## config.mk

```make
export PLATFORM = sky130hd
export DESIGN_NAME = synth_config_registers
export DESIGN_NICKNAME = d
export VERILOG_FILES = /design/src/inc/synth_cfg_pkg.sv /design/src/rtl/synth_config_registers.sv /design/src/rtl/cfg_byte_reg.sv
export SDC_FILE = /design/constraint.sdc
export NUM_CORES = 1
export LEC_CHECK = 0
export BUFFER_PORTS_ARGS = -buffer_cell sky130_fd_sc_hd__buf_2
export CAP_MARGIN = 40
export CORE_MARGIN = 2
export CORE_UTILIZATION = 58
export DETAILED_ROUTE_END_ITERATION = 10
export MAX_ROUTING_LAYER = met4
export PLACE_DENSITY = 0.85
export SETUP_SLACK_MARGIN = 0.02
export SLEW_MARGIN = 40
export SYNTH_ARGS = -nofsm -noshare
export SYNTH_HDL_FRONTEND = slang
export SYNTH_SLANG_ARGS = --single-unit
```

## constraint.sdc

```tcl
create_clock -name CLK_SYS -period 2.58 [get_ports CLK_SYS]
set_input_delay 0.516 -clock CLK_SYS [delete_from_list [all_inputs] [get_ports CLK_SYS]]
set_output_delay 0.516 -clock CLK_SYS [all_outputs]
set_load 0.005 [all_outputs]
```

## src/inc/synth_cfg_pkg.sv

```systemverilog
// Register map, field layouts and reset values of the synthesizer configuration bank.
// Assumes an 8-bit register port clocked by CLK_SYS, as used by the device's serial front end.
package synth_cfg_pkg;
   localparam int ADDR_W = 8;
   localparam int DATA_W = 8;
   // Register offsets
   localparam logic [7:0] OFS_OSC_MARGIN_HI = 8'h10;
   localparam logic [7:0] OFS_OSC_MARGIN_LO = 8'h11;
   localparam logic [7:0] OFS_OUT_DRV_CTRL = 8'h15;
   localparam logic [7:0] OFS_OUT_DIV_HI = 8'h16;
   localparam logic [7:0] OFS_OUT_DIV_LO = 8'h17;
   localparam logic [7:0] OFS_PLL_INT_HI = 8'h19;
   localparam logic [7:0] OFS_PLL_INT_LO = 8'h1A;
   localparam logic [7:0] OFS_FRAC_NUM_B2 = 8'h1B;
   localparam logic [7:0] OFS_FRAC_NUM_B1 = 8'h1C;
   localparam logic [7:0] OFS_FRAC_NUM_B0 = 8'h1D;
   localparam logic [7:0] OFS_FRAC_DEN_B2 = 8'h1E;
   localparam logic [7:0] OFS_FRAC_DEN_B1 = 8'h1F;
   localparam logic [7:0] OFS_FRAC_DEN_B0 = 8'h20;
   // Stored-bit masks per register
   localparam logic [7:0] MASK_OSC_MARGIN_HI = 8'h03;
   localparam logic [7:0] MASK_OUT_DRV_CTRL = 8'h83;
   localparam logic [7:0] MASK_PLL_INT_HI = 8'h0F;
   localparam logic [7:0] MASK_FRAC_B2 = 8'h3F;
   localparam logic [7:0] MASK_FULL = 8'hFF;
   // Field positions
   localparam int DRV_PD_BIT = 7;
   localparam int FMT_LSB = 0;
   localparam int FMT_W = 2;
   // Value bits held in the HI or B2 byte of each split field
   localparam int OSC_MARGIN_HI_W = 2;
   localparam int OUT_DIV_HI_W = 1;
   localparam int PLL_INT_HI_W = 4;
   localparam int FRAC_HI_W = 6;
   // Reset values
   localparam logic [7:0] RST_OSC_MARGIN_HI = 8'h00;
   localparam logic [7:0] RST_OSC_MARGIN_LO = 8'h80;
   localparam logic [7:0] RST_OUT_DRV_CTRL = 8'h01;
   localparam logic [7:0] RST_OUT_DIV_HI = 8'h00;
   localparam logic [7:0] RST_OUT_DIV_LO = 8'h20;
   localparam logic [7:0] RST_PLL_INT_HI = 8'h00;
   localparam logic [7:0] RST_PLL_INT_LO = 8'h32;
   localparam logic [7:0] RST_FRAC = 8'h00;
   localparam logic [7:0] RST_RDATA = 8'h00;
   // Read value of unmapped offsets
   localparam logic [7:0] UNMAPPED_RDATA = 8'h00;
   // Output divider legal range
   localparam logic [8:0] OUT_DIV_MIN = 9'h005;
   // Output format codes
   typedef enum logic [1:0] {
      FMT_TRISTATE = 2'h0,
      FMT_LVPECL = 2'h1,
      FMT_LVDS = 2'h2,
      FMT_HCSL = 2'h3
   } out_format_t;
endpackage

```

## src/rtl/synth_config_registers.sv

```systemverilog
// Configuration register bank of a programmable fractional-N synthesizer.
// Assumes the serial front end presents byte reads and writes on CLK_SYS.
module synth_config_registers
   import synth_cfg_pkg::*;
(
   // Clock and reset
   input wire logic CLK_SYS,
   input wire logic ARST_N,
   // Register port
   input wire logic REG_WR,
   input wire logic REG_RD,
   input wire logic [ADDR_W-1:0] REG_ADDR,
   input wire logic [DATA_W-1:0] REG_WDATA,
   output logic [DATA_W-1:0] REG_RDATA,
   output logic REG_HIT,
   // Decoded configuration
   output logic [9:0] OSC_MARGIN_OFFSET,
   output logic DIFF_BUFFER_POWERDOWN,
   output logic [1:0] OUT_FORMAT,
   output logic [8:0] OUT_DIVIDER,
   output logic OUT_DIVIDER_VALID,
   output logic [11:0] PLL_INT_N_DIVIDER,
   output logic [21:0] PLL_FRAC_NUMERATOR,
   output logic [21:0] PLL_FRAC_DENOMINATOR
);
   // Write selects, one per mapped offset
   logic sel_osc_hi;
   logic sel_osc_lo;
   logic sel_drv_ctrl;
   logic sel_div_hi;
   logic sel_div_lo;
   logic sel_nint_hi;
   logic sel_nint_lo;
   logic sel_num_b2;
   logic sel_num_b1;
   logic sel_num_b0;
   logic sel_den_b2;
   logic sel_den_b1;
   logic sel_den_b0;
   // Stored bytes as seen by the read mux and the field assembly
   logic [7:0] osc_hi_byte;
   logic [7:0] osc_lo_byte;
   logic [7:0] drv_ctrl_byte;
   logic [7:0] div_hi_byte;
   logic [7:0] div_lo_byte;
   logic [7:0] nint_hi_byte;
   logic [7:0] nint_lo_byte;
   logic [7:0] num_b2_byte;
   logic [7:0] num_b1_byte;
   logic [7:0] num_b0_byte;
   logic [7:0] den_b2_byte;
   logic [7:0] den_b1_byte;
   logic [7:0] den_b0_byte;
   logic [7:0] rdata_d;
   logic [7:0] rdata_q;
   logic hit_d;

   // Address decode; a write strobe reaches only the selected byte
   assign sel_osc_hi = (REG_ADDR == OFS_OSC_MARGIN_HI);
   assign sel_osc_lo = (REG_ADDR == OFS_OSC_MARGIN_LO);
   assign sel_drv_ctrl = (REG_ADDR == OFS_OUT_DRV_CTRL);
   assign sel_div_hi = (REG_ADDR == OFS_OUT_DIV_HI);
   assign sel_div_lo = (REG_ADDR == OFS_OUT_DIV_LO);
   assign sel_nint_hi = (REG_ADDR == OFS_PLL_INT_HI);
   assign sel_nint_lo = (REG_ADDR == OFS_PLL_INT_LO);
   assign sel_num_b2 = (REG_ADDR == OFS_FRAC_NUM_B2);
   assign sel_num_b1 = (REG_ADDR == OFS_FRAC_NUM_B1);
   assign sel_num_b0 = (REG_ADDR == OFS_FRAC_NUM_B0);
   assign sel_den_b2 = (REG_ADDR == OFS_FRAC_DEN_B2);
   assign sel_den_b1 = (REG_ADDR == OFS_FRAC_DEN_B1);
   assign sel_den_b0 = (REG_ADDR == OFS_FRAC_DEN_B0);

   // Byte registers; masked bits never load, so writes leave them at zero
   cfg_byte_reg #(
      .RESET_VAL(RST_OSC_MARGIN_HI),
      .STORE_MASK(MASK_OSC_MARGIN_HI)
   ) u_osc_hi (
      .clk(CLK_SYS),
      .arst_n(ARST_N),
      .wr_en(REG_WR && sel_osc_hi),
      .wr_data(REG_WDATA),
      .value(osc_hi_byte)
   );
   cfg_byte_reg #(
      .RESET_VAL(RST_OSC_MARGIN_LO),
      .STORE_MASK(MASK_FULL)
   ) u_osc_lo (
      .clk(CLK_SYS),
      .arst_n(ARST_N),
      .wr_en(REG_WR && sel_osc_lo),
      .wr_data(REG_WDATA),
      .value(osc_lo_byte)
   );
   cfg_byte_reg #(
      .RESET_VAL(RST_OUT_DRV_CTRL),
      .STORE_MASK(MASK_OUT_DRV_CTRL)
   ) u_drv_ctrl (
      .clk(CLK_SYS),
      .arst_n(ARST_N),
      .wr_en(REG_WR && sel_drv_ctrl),
      .wr_data(REG_WDATA),
      .value(drv_ctrl_byte)
   );
   // Reserved bits of the divider upper byte are stored, so it keeps all eight
   cfg_byte_reg #(
      .RESET_VAL(RST_OUT_DIV_HI),
      .STORE_MASK(MASK_FULL)
   ) u_div_hi (
      .clk(CLK_SYS),
      .arst_n(ARST_N),
      .wr_en(REG_WR && sel_div_hi),
      .wr_data(REG_WDATA),
      .value(div_hi_byte)
   );
   cfg_byte_reg #(
      .RESET_VAL(RST_OUT_DIV_LO),
      .STORE_MASK(MASK_FULL)
   ) u_div_lo (
      .clk(CLK_SYS),
      .arst_n(ARST_N),
      .wr_en(REG_WR && sel_div_lo),
      .wr_data(REG_WDATA),
      .value(div_lo_byte)
   );
   cfg_byte_reg #(
      .RESET_VAL(RST_PLL_INT_HI),
      .STORE_MASK(MASK_PLL_INT_HI)
   ) u_nint_hi (
      .clk(CLK_SYS),
      .arst_n(ARST_N),
      .wr_en(REG_WR && sel_nint_hi),
      .wr_data(REG_WDATA),
      .value(nint_hi_byte)
   );
   cfg_byte_reg #(
      .RESET_VAL(RST_PLL_INT_LO),
      .STORE_MASK(MASK_FULL)
   ) u_nint_lo (
      .clk(CLK_SYS),
      .arst_n(ARST_N),
      .wr_en(REG_WR && sel_nint_lo),
      .wr_data(REG_WDATA),
      .value(nint_lo_byte)
   );
   cfg_byte_reg #(
      .RESET_VAL(RST_FRAC),
      .STORE_MASK(MASK_FRAC_B2)
   ) u_num_b2 (
      .clk(CLK_SYS),
      .arst_n(ARST_N),
      .wr_en(REG_WR && sel_num_b2),
      .wr_data(REG_WDATA),
      .value(num_b2_byte)
   );
   cfg_byte_reg #(
      .RESET_VAL(RST_FRAC),
      .STORE_MASK(MASK_FULL)
   ) u_num_b1 (
      .clk(CLK_SYS),
      .arst_n(ARST_N),
      .wr_en(REG_WR && sel_num_b1),
      .wr_data(REG_WDATA),
      .value(num_b1_byte)
   );
   cfg_byte_reg #(
      .RESET_VAL(RST_FRAC),
      .STORE_MASK(MASK_FULL)
   ) u_num_b0 (
      .clk(CLK_SYS),
      .arst_n(ARST_N),
      .wr_en(REG_WR && sel_num_b0),
      .wr_data(REG_WDATA),
      .value(num_b0_byte)
   );
   cfg_byte_reg #(
      .RESET_VAL(RST_FRAC),
      .STORE_MASK(MASK_FRAC_B2)
   ) u_den_b2 (
      .clk(CLK_SYS),
      .arst_n(ARST_N),
      .wr_en(REG_WR && sel_den_b2),
      .wr_data(REG_WDATA),
      .value(den_b2_byte)
   );
   cfg_byte_reg #(
      .RESET_VAL(RST_FRAC),
      .STORE_MASK(MASK_FULL)
   ) u_den_b1 (
      .clk(CLK_SYS),
      .arst_n(ARST_N),
      .wr_en(REG_WR && sel_den_b1),
      .wr_data(REG_WDATA),
      .value(den_b1_byte)
   );
   cfg_byte_reg #(
      .RESET_VAL(RST_FRAC),
      .STORE_MASK(MASK_FULL)
   ) u_den_b0 (
      .clk(CLK_SYS),
      .arst_n(ARST_N),
      .wr_en(REG_WR && sel_den_b0),
      .wr_data(REG_WDATA),
      .value(den_b0_byte)
   );

   // Read mux; unmapped offsets read zero and drop the hit flag
   always_comb begin
      rdata_d = UNMAPPED_RDATA;
      hit_d = 1'b1;
      case (REG_ADDR)
         OFS_OSC_MARGIN_HI: rdata_d = osc_hi_byte;
         OFS_OSC_MARGIN_LO: rdata_d = osc_lo_byte;
         OFS_OUT_DRV_CTRL: rdata_d = drv_ctrl_byte;
         OFS_OUT_DIV_HI: rdata_d = div_hi_byte;
         OFS_OUT_DIV_LO: rdata_d = div_lo_byte;
         OFS_PLL_INT_HI: rdata_d = nint_hi_byte;
         OFS_PLL_INT_LO: rdata_d = nint_lo_byte;
         OFS_FRAC_NUM_B2: rdata_d = num_b2_byte;
         OFS_FRAC_NUM_B1: rdata_d = num_b1_byte;
         OFS_FRAC_NUM_B0: rdata_d = num_b0_byte;
         OFS_FRAC_DEN_B2: rdata_d = den_b2_byte;
         OFS_FRAC_DEN_B1: rdata_d = den_b1_byte;
         OFS_FRAC_DEN_B0: rdata_d = den_b0_byte;
         default: hit_d = 1'b0;
      endcase
   end

   // Read data registered so the port output comes from a flop
   always_ff @(posedge CLK_SYS or negedge ARST_N) begin
      if (!ARST_N) begin
         rdata_q <= RST_RDATA;
      end else if (REG_RD) begin
         rdata_q <= rdata_d;
      end
   end

   assign REG_RDATA = rdata_q;
   assign REG_HIT = hit_d;

   // Field assembly
   assign OSC_MARGIN_OFFSET = {osc_lo_byte, osc_hi_byte[OSC_MARGIN_HI_W-1:0]};
   assign DIFF_BUFFER_POWERDOWN = drv_ctrl_byte[DRV_PD_BIT];
   assign OUT_FORMAT = drv_ctrl_byte[FMT_LSB +: FMT_W];
   assign OUT_DIVIDER = {div_hi_byte[OUT_DIV_HI_W-1:0], div_lo_byte};
   // Flags reserved values 0 to 4; the value is still passed through unaltered,
   // since blocking it here would hide a software fault from the divider's user
   assign OUT_DIVIDER_VALID = (OUT_DIVIDER >= OUT_DIV_MIN);
   assign PLL_INT_N_DIVIDER = {nint_hi_byte[PLL_INT_HI_W-1:0], nint_lo_byte};
   assign PLL_FRAC_NUMERATOR = {num_b2_byte[FRAC_HI_W-1:0], num_b1_byte, num_b0_byte};
   assign PLL_FRAC_DENOMINATOR = {den_b2_byte[FRAC_HI_W-1:0], den_b1_byte, den_b0_byte};
endmodule // synth_config_registers

```

## src/rtl/cfg_byte_reg.sv

```systemverilog
// One byte-wide configuration register with a mask of stored bits.
// Assumes a write strobe from the same clock domain.
module cfg_byte_reg
   import synth_cfg_pkg::*;
#(
   parameter logic [7:0] RESET_VAL = 8'h00,
   parameter logic [7:0] STORE_MASK = 8'hFF
) (
   // Clock and reset
   input wire logic clk,
   input wire logic arst_n,
   // Write side
   input wire logic wr_en,
   input wire logic [7:0] wr_data,
   // Stored value, unstored bits read zero
   output logic [7:0] value
);
   logic [7:0] value_q;

   // Unstored bits never load, so writes leave them at zero
   always_ff @(posedge clk or negedge arst_n) begin
      if (!arst_n) begin
         value_q <= RESET_VAL & STORE_MASK;
      end else if (wr_en) begin
         value_q <= wr_data & STORE_MASK;
      end
   end

   assign value = value_q;
endmodule // cfg_byte_reg

```

==> results of run 1 <==
==> per-stage QoR <==
stage / worst slack [ps] / hold WS [ps] / cells / util, % / cell area (um^2)
5_1_grt: 266 / 199 / 567 / 70.3 / 5380
3_3_place_gp: 192 / 484 / 551 / 67.8 / 5180
6_report: 301 / 147 / 567 / 70.3 / 5380
3_5_place_dp: 109 / 498 / 551 / 67.8 / 5180
2_1_floorplan: 586 / 220 / 350 / - / 4510
4_1_cts: 340 / 175 / 567 / 70.3 / 5380
==> power groups by stage <==
| stage | Sequential [mW] | Combinational, mW | Clock (mW) |
|---|---|---|---|
| after floorplan | 1.60 | 0.156 | 0 |
| after global placement | 1.61 | 0.322 | 0 |
| after detailed placement | 1.61 | 0.331 | 0 |
| after CTS | 1.59 | 0.332 | 0.975 |
| after global routing | 1.59 | 0.360 | 1.04 |
| final | 1.59 | 0.332 | 0.974 |
==> logic make-up after synthesis <==
logic type,share of synthesized area [%]
multiplexers,26.5
flip-flops,51.8
AND/OR/NAND/NOR,10.3
AO/OA/AOI/OAI,7.88
buffers and inverters,3.63
==> flip-flops by register name, indices dropped and copies added, names as in the netlist <==
name	flops
REG_RDATA	8
u_den_b0.value	8
u_div_hi.value	8
u_den_b1.value	8
u_num_b2.value	6
u_nint_hi.value	4
u_num_b0.value	8
u_den_b2.value	6
u_drv_ctrl.value	3
u_nint_lo.value	8
u_osc_lo.value	8
u_div_lo.value	8
u_num_b1.value	8
u_osc_hi.value	2
==> area by class of cell <==
type,instances,area [um^2],area share [%]
multi-input combinational,226,2010,37.4
timing repair buffer,126,693,12.9
sequential,93,2330,43.4
inverter,4,15.0,0.279
clock buffer,11,131,2.44
clock inverter,5,61.3,1.14
tap,102,128,2.37
==> cells in the final DEF, fill, tap and decap left out, types with 5 or more instances in the layout <==
cell type | Yosys | final
sky130_fd_sc_hd__nand3_1 | 13 | 13
sky130_fd_sc_hd__nor2_1 | 12 | 12
sky130_fd_sc_hd__a21oi_1 | 5 | 5
sky130_fd_sc_hd__clkbuf_8 | 0 | 9
sky130_fd_sc_hd__mux2_2 | 90 | 90
sky130_fd_sc_hd__buf_2 | 11 | 106
sky130_fd_sc_hd__dfrtp_1 | 87 | 87
sky130_fd_sc_hd__mux2i_1 | 9 | 9
sky130_fd_sc_hd__buf_4 | 3 | 19
sky130_fd_sc_hd__dfstp_2 | 6 | 6
sky130_fd_sc_hd__a22oi_1 | 5 | 5
sky130_fd_sc_hd__o21ai_0 | 8 | 8
sky130_fd_sc_hd__a32oi_1 | 6 | 6
sky130_fd_sc_hd__nand2_1 | 16 | 16
==> path summary, 6_finish.rpt <==
kind,endpoint,slack [ps],start
max in group asynchronous,u_div_lo.value[5],1710,ARST_N
min in group CLK_SYS,u_nint_lo.value[6],510,REG_WDATA[6]
hold reg to reg,u_div_hi.value[1],520,u_div_hi.value[1]
hold / removal,u_osc_hi.value[1],150,ARST_N
setup / recovery,REG_HIT,300,REG_ADDR[5]
setup reg to reg,REG_RDATA[1],1050,u_nint_hi.value[1]
==> layer usage <==
metal	up-vias	GRT usage, %
li1	1520	-
met1	1810	42.6
met2	232	47.4
met3	40	6.66
met4	0	14.3
met5	-	-
==> summary.md, run 1 <==
| Metric | Value |
|---|---|
| Unique cell type count in the Yosys netlist | `54` |
| Fin nets | `480` |
| RSZ-0062 raised after global routing | `no` |
| Initial antenna violation count | `0` |
| CTS tree | `built` |
| Setup repair bufs after CTS | `0` |
| Tcrit/Tclk final | `88.3%` |
| Async SR Flop Fraction | `100%` |
| Fillcell total | `558` |
| Wire length per cell | `22.3 um` |
| Layout overhead on the synthesized area | `19.2%` |
| Syn Nets | `370` |
| Peak supply drop | `0.000286 V` |
| Nature of the critical path startpoint | `input port` |
| Most numerous cell in the Yosys netlist | `sky130_fd_sc_hd__mux2_2` |
| Overflow left after global routing | `0` |
| Pwr Density | `538 nW/um^2` |
| Number of port buffers | `107` |
| CTS Root Buffer Type | `sky130_fd_sc_hd__clkbuf_8` |
| Reg power frac | `54.9%` |
| IO Pins | `108` |
| Count of cell instances traversed by the critical path | `5` |
| Peak clock frequency supported by timing | `439 MHz` |
| Inserted Clock Buffers | `9` |
| Quantity of gates resized following cts | `0` |
| Die area | `8500 um^2` |
| Placement Rows | `32` |
| Top post-synthesis cells by count | `sky130_fd_sc_hd__mux2_2, sky130_fd_sc_hd__dfrtp_1, sky130_fd_sc_hd__nand2_1` |
| Largest stage delay on the critical path | `580 ps` |
| Outcome | `complete, no violations` |
| Proportion of synthesized chip area in sequential cells | `51.8%` |
| Total wirelength of the detailed-routed design | `12600 um` |
| Type of the worst setup path | `input port to primary output` |
| Max Transition Viols Final | `0` |
| Combined area of all synthesized cells | `4510 um^2` |
| Die width | `92.2 um` |
| Worst hold path type | `input port to asynchronous set/reset pin` |
| Count of vias placed by the detailed router | `3602` |
| Critical path data arrival time | `1760 ps` |
| Number of cells on the worst reg-to-reg path | `3` |
| Number of flops mapped to enable cells by yosys | `0` |
| Die height | `92.2 um` |
| Overall Global Routing Usage | `31.9%` |
| Final antenna-violating net count | `0` |
| Most instantiated flip-flop cell in the synthesis netlist | `sky130_fd_sc_hd__dfrtp_1` |
| Clk pin slew, worst setup/hold paths | `90 ps` |
| Yosys top cell by area | `sky130_fd_sc_hd__dfrtp_1` |
| Diode insertion count for antenna repair | `0` |
| Dominant cells by area after synthesis | `sky130_fd_sc_hd__dfrtp_1, sky130_fd_sc_hd__mux2_2, sky130_fd_sc_hd__dfstp_2` |
| Worst Path Required | `2060 ps` |
| Top sig layer | `met4` |
| Average vias per placed instance | `6.35` |
| Final-report hold violation count | `0` |
| WL met1 | `5090 um` |
| Worst-Margin Slew | `608 ps` |
| Number of buffers inserted for hold repair after clock tree synthesis | `0` |
| Final weighted congestion in routability-driven placement | `0.981` |
| Source-to-sink clock delay at the later pin of the worst-skew pair | `360 ps` |
| Synth Area per Inst | `12.9 um^2` |
| Routed length on met2 | `5910 um` |
| Met3 WL | `1220 um` |
| Critical path buffers and inverters | `3` |
| First-pass DRT Iterations | `5` |
| Effective utilization at floorplan | `59.0%` |
| Sw Share | `26.4%` |
| Chain of cells forming the critical path | `buf_2, nor4b_4, buf_4, a31o_2, buf_2` |
| Initial DRC Count | `354` |
| Clock sink count | `93` |
| Final critical-path required period | `2280 ps` |
| Total of flip-flops plus latches after synthesis | `93` |
| Final HPWL from detailed placement | `9180 um` |
| Wire length of the first global-routing pass | `19800 um` |
| Proportion of power drawn by combinational gates | `11.5%` |
| Kind of capture point of the worst setup path | `primary output` |
| Sw power | `0.764 mW` |
| Area share of the largest cell type after synthesis | `48.3%` |
| Most frequent cell on the critical path | `sky130_fd_sc_hd__buf_2` |
| Core area | `7650 um^2` |
| Number of global-route vias before repair | `3637` |
| Syn Inst Count | `350` |
| Cell-internal power | `2.13 mW` |
| Fraction of final layout cells with drive strength greater than 1 | `54.8%` |
| Worst Clk Skew | `3.83 ps` |
| Static leakage | `2.81 nW` |
| Slowest stage cell on the critical path | `sky130_fd_sc_hd__nor4b_4` |
| Pin count of the biggest net entering global routing | `48` |
| Clock buffer depth | `2` |
| Remaining design rule violation count | `0` |
| Max-capacitance violation count | `0` |
| Maximum fanout count along the critical path | `9` |
| Finish-stage setup viols | `0` |
| Power Total | `2.89 mW` |
| CP top delay family | `simple AND/OR/NAND/NOR gates` |
| Number of H-tree levels | `3` |
| Power share of the clock group | `33.7%` |
| Slew headroom | `59.4%` |
| Total Neg Setup Slack | `0 ps` |
| Total of warnings raised by yosys | `0` |
No activity file was read; power rests on OpenSTA's default activity.
==> run 2: changes to the inputs <==
ABC_AREA = 1   (was unset)
==> summary.md, run 2 <==
| Metric | Value |
|---|---|
| Total Neg Setup Slack | `0 ps` |
| Compound-cell area share of the yosys netlist | `10.9%` |
| Average vias per placed instance | `5.59` |
| Number of port buffers | `107` |
| Number of cells on the worst reg-to-reg path | `6` |
| Clock buffer depth | `2` |
| Maximum fanout count along the critical path | `12` |
| Nature of the critical path startpoint | `input port` |
| Area share of the largest cell type after synthesis | `48.0%` |
| Final critical-path setup slack | `357 ps` |
| Outcome | `complete, no violations` |
| Final antenna-violating net count | `0` |
| Yosys top cell by area | `sky130_fd_sc_hd__dfrtp_1` |
| Count of cell instances traversed by the critical path | `10` |
| Simple-gate share of the synthesized area | `30.9%` |
| FF-to-FF setup slack | `1400 ps` |
| Max Transition Viols Final | `0` |
| Pwr Density | `527 nW/um^2` |
| Number of flops mapped to enable cells by yosys | `0` |
| Final-report hold violation count | `0` |
| Most common library cell in the layout ignoring fill and taps | `sky130_fd_sc_hd__nand2_1` |
| Share of cell area taken by muxes after synthesis | `0%` |
| Met3 WL | `967 um` |
| Synth Area in Adders | `0%` |
| Kind of capture point of the worst setup path | `primary output` |
| Layout overhead on the synthesized area | `16.5%` |
| Clk pin slew, worst setup/hold paths | `90 ps` |
| Post-synthesis xor/xnor area fraction | `0%` |
| Routed length on met2 | `6170 um` |
| Tcrit/Tclk final | `86.1%` |
| Initial antenna violation count | `0` |
| Placement Rows | `32` |
| Fraction of final layout cells with drive strength greater than 1 | `27.9%` |
| Dominant cells by area after synthesis | `sky130_fd_sc_hd__dfrtp_1, sky130_fd_sc_hd__nand2_1, sky130_fd_sc_hd__nand3_1` |
| CP top delay family | `simple AND/OR/NAND/NOR gates` |
| Main combinational cell family by area after synthesis | `simple AND/OR/NAND/NOR gates` |
| Highest-count cells in the layout ignoring fill and taps | `sky130_fd_sc_hd__nand2_1, sky130_fd_sc_hd__buf_2, sky130_fd_sc_hd__dfrtp_1` |
| Setup repair bufs after CTS | `0` |
| Total of flip-flops plus latches after synthesis | `93` |
| Inserted Clock Buffers | `9` |
| Critical path buffers and inverters | `5` |
| Overflow left after global routing | `0` |
| Critical path data arrival time | `1710 ps` |
| Worst-Margin Slew | `637 ps` |
| CTS Root Buffer Type | `sky130_fd_sc_hd__clkbuf_8` |
| Number of H-tree levels | `3` |
| Slew headroom | `57.5%` |
| Initial DRC Count | `261` |
| Effective utilization at floorplan | `59.3%` |
| Overall Global Routing Usage | `32.7%` |
| Count of vias placed by the detailed router | `4257` |
| Worst Clk Skew | `9.84 ps` |
| First-pass DRT Iterations | `5` |
| Die width | `92.4 um` |
| Total wirelength of the detailed-routed design | `13100 um` |
| Final HPWL from detailed placement | `9500 um` |
| Number of global-route vias before repair | `3997` |
| Top post-synthesis cells by count | `sky130_fd_sc_hd__nand2_1, sky130_fd_sc_hd__dfrtp_1, sky130_fd_sc_hd__nand3_1` |
| Max-capacitance violation count | `0` |
| Wire length per cell | `17.2 um` |
| IO Pins | `108` |
| Worst Path Required | `2060 ps` |
| Remaining design rule violation count | `0` |
| Core area | `7650 um^2` |
| CTS tree | `built` |
| Clock sink count | `93` |
| Most instantiated flip-flop cell in the synthesis netlist | `sky130_fd_sc_hd__dfrtp_1` |
| RSZ-0062 raised after global routing | `no` |
| Final critical-path required period | `2220 ps` |
| Quantity of gates resized following cts | `0` |
| WL met1 | `5690 um` |
| Static leakage | `2.87 nW` |
| Type of the worst setup path | `input port to primary output` |
| Pre-CTS setup slack | `401 ps` |
| Largest stage delay on the critical path | `280 ps` |
| Syn Inst Count | `555` |
| Peak supply drop | `0.000281 V` |
| Syn Nets | `575` |
| Proportion of synthesized chip area in sequential cells | `51.5%` |
| Async SR Flop Fraction | `100%` |
| Synth Area per Inst | `8.17 um^2` |
| Total of warnings raised by yosys | `0` |
| Number of buffers inserted for hold repair after clock tree synthesis | `0` |
| Fillcell total | `664` |
| Peak clock frequency supported by timing | `450 MHz` |
| Final weighted congestion in routability-driven placement | `0.935` |
| Combined area of all synthesized cells | `4530 um^2` |
| Slowest stage cell on the critical path | `sky130_fd_sc_hd__nor3_1` |
| Most numerous cell in the Yosys netlist | `sky130_fd_sc_hd__nand2_1` |
| Pin count of the biggest net entering global routing | `94` |
| Chain of cells forming the critical path | `buf_2, inv_1, nand2_1, nor2_4, buf_4, nand2_1, inv_2, nor3_1, nand3_1, buf_2` |
| Fin nets | `674` |
| Wire length of the first global-routing pass | `20800 um` |
| Diode insertion count for antenna repair | `0` |
| Top sig layer | `met4` |
| Die height | `92.4 um` |
| Source-to-sink clock delay at the later pin of the worst-skew pair | `350 ps` |
| Finish-stage setup viols | `0` |
| Worst hold path type | `input port to asynchronous set/reset pin` |
| Die area | `8540 um^2` |
| Unique cell type count in the Yosys netlist | `24` |
run 2: layout make-up:
class                           instances  area [um^2]  share of cell area [%]
Clock inverter                          4         32.5                   0.616
Multi-Input combinational cell        401         1900                    36.0
Sequential cell                        93         2330                    44.2
Tap cell                              102          128                    2.42
Inverter                               36          135                    2.56
Clock buffer                           12          155                    2.94
Timing Repair Buffer                  113          596                    11.3
run 2: metal layers:
| layer | GRT usage, % | up-vias |
|---|---|---|
| met5 | - | - |
| li1 | - | 2013 |
| met4 | 11.2 | 0 |
| met1 | 45.8 | 2014 |
| met2 | 49.9 | 203 |
| met3 | 4.48 | 27 |
run 2: cell families (layout without fill, tap and decap cells):
| family | count (synthesis) | after routing |
|---|---|---|
| buf+inv | 61 | 165 |
| flops | 93 | 93 |
| simple gates | 312 | 312 |
| compound gates | 89 | 89 |
run 2: path summary, 6_finish.rpt:
| check | end | startpoint |
|---|---|---|
| worst max-delay path | REG_HIT | REG_ADDR[6] |
| worst min-delay path | u_den_b0.value[2] | ARST_N |
| worst max register to register | REG_RDATA[6] | u_den_b0.value[6] |
| worst min register to register | REG_RDATA[3] | REG_RDATA[3] |
| max in group asynchronous | u_nint_lo.value[1] | ARST_N |
| min in group CLK_SYS | REG_RDATA[7] | REG_RD |
run 2: through the flow:
step           cell area, um^2  utilization [%]  hold WS [ps]  cells  power (mW)
5_1_grt                   5280             69.0           241    761        2.88
3_5_place_dp              5090             66.6           461    745        1.90
3_3_place_gp              5090             66.6           456    745        1.89
2_1_floorplan             4530                -           220    555        1.73
6_report                  5280             69.0           195    761        2.78
4_1_cts                   5280             69.0           218    761        2.79
run 2: power by group:
group / switching (mW) / leakage (nW) / internal (mW)
clock network: 0.507 / 0.0888 / 0.407
registers: 0.0600 / 1.26 / 1.52
logic: 0.187 / 1.52 / 0.0999
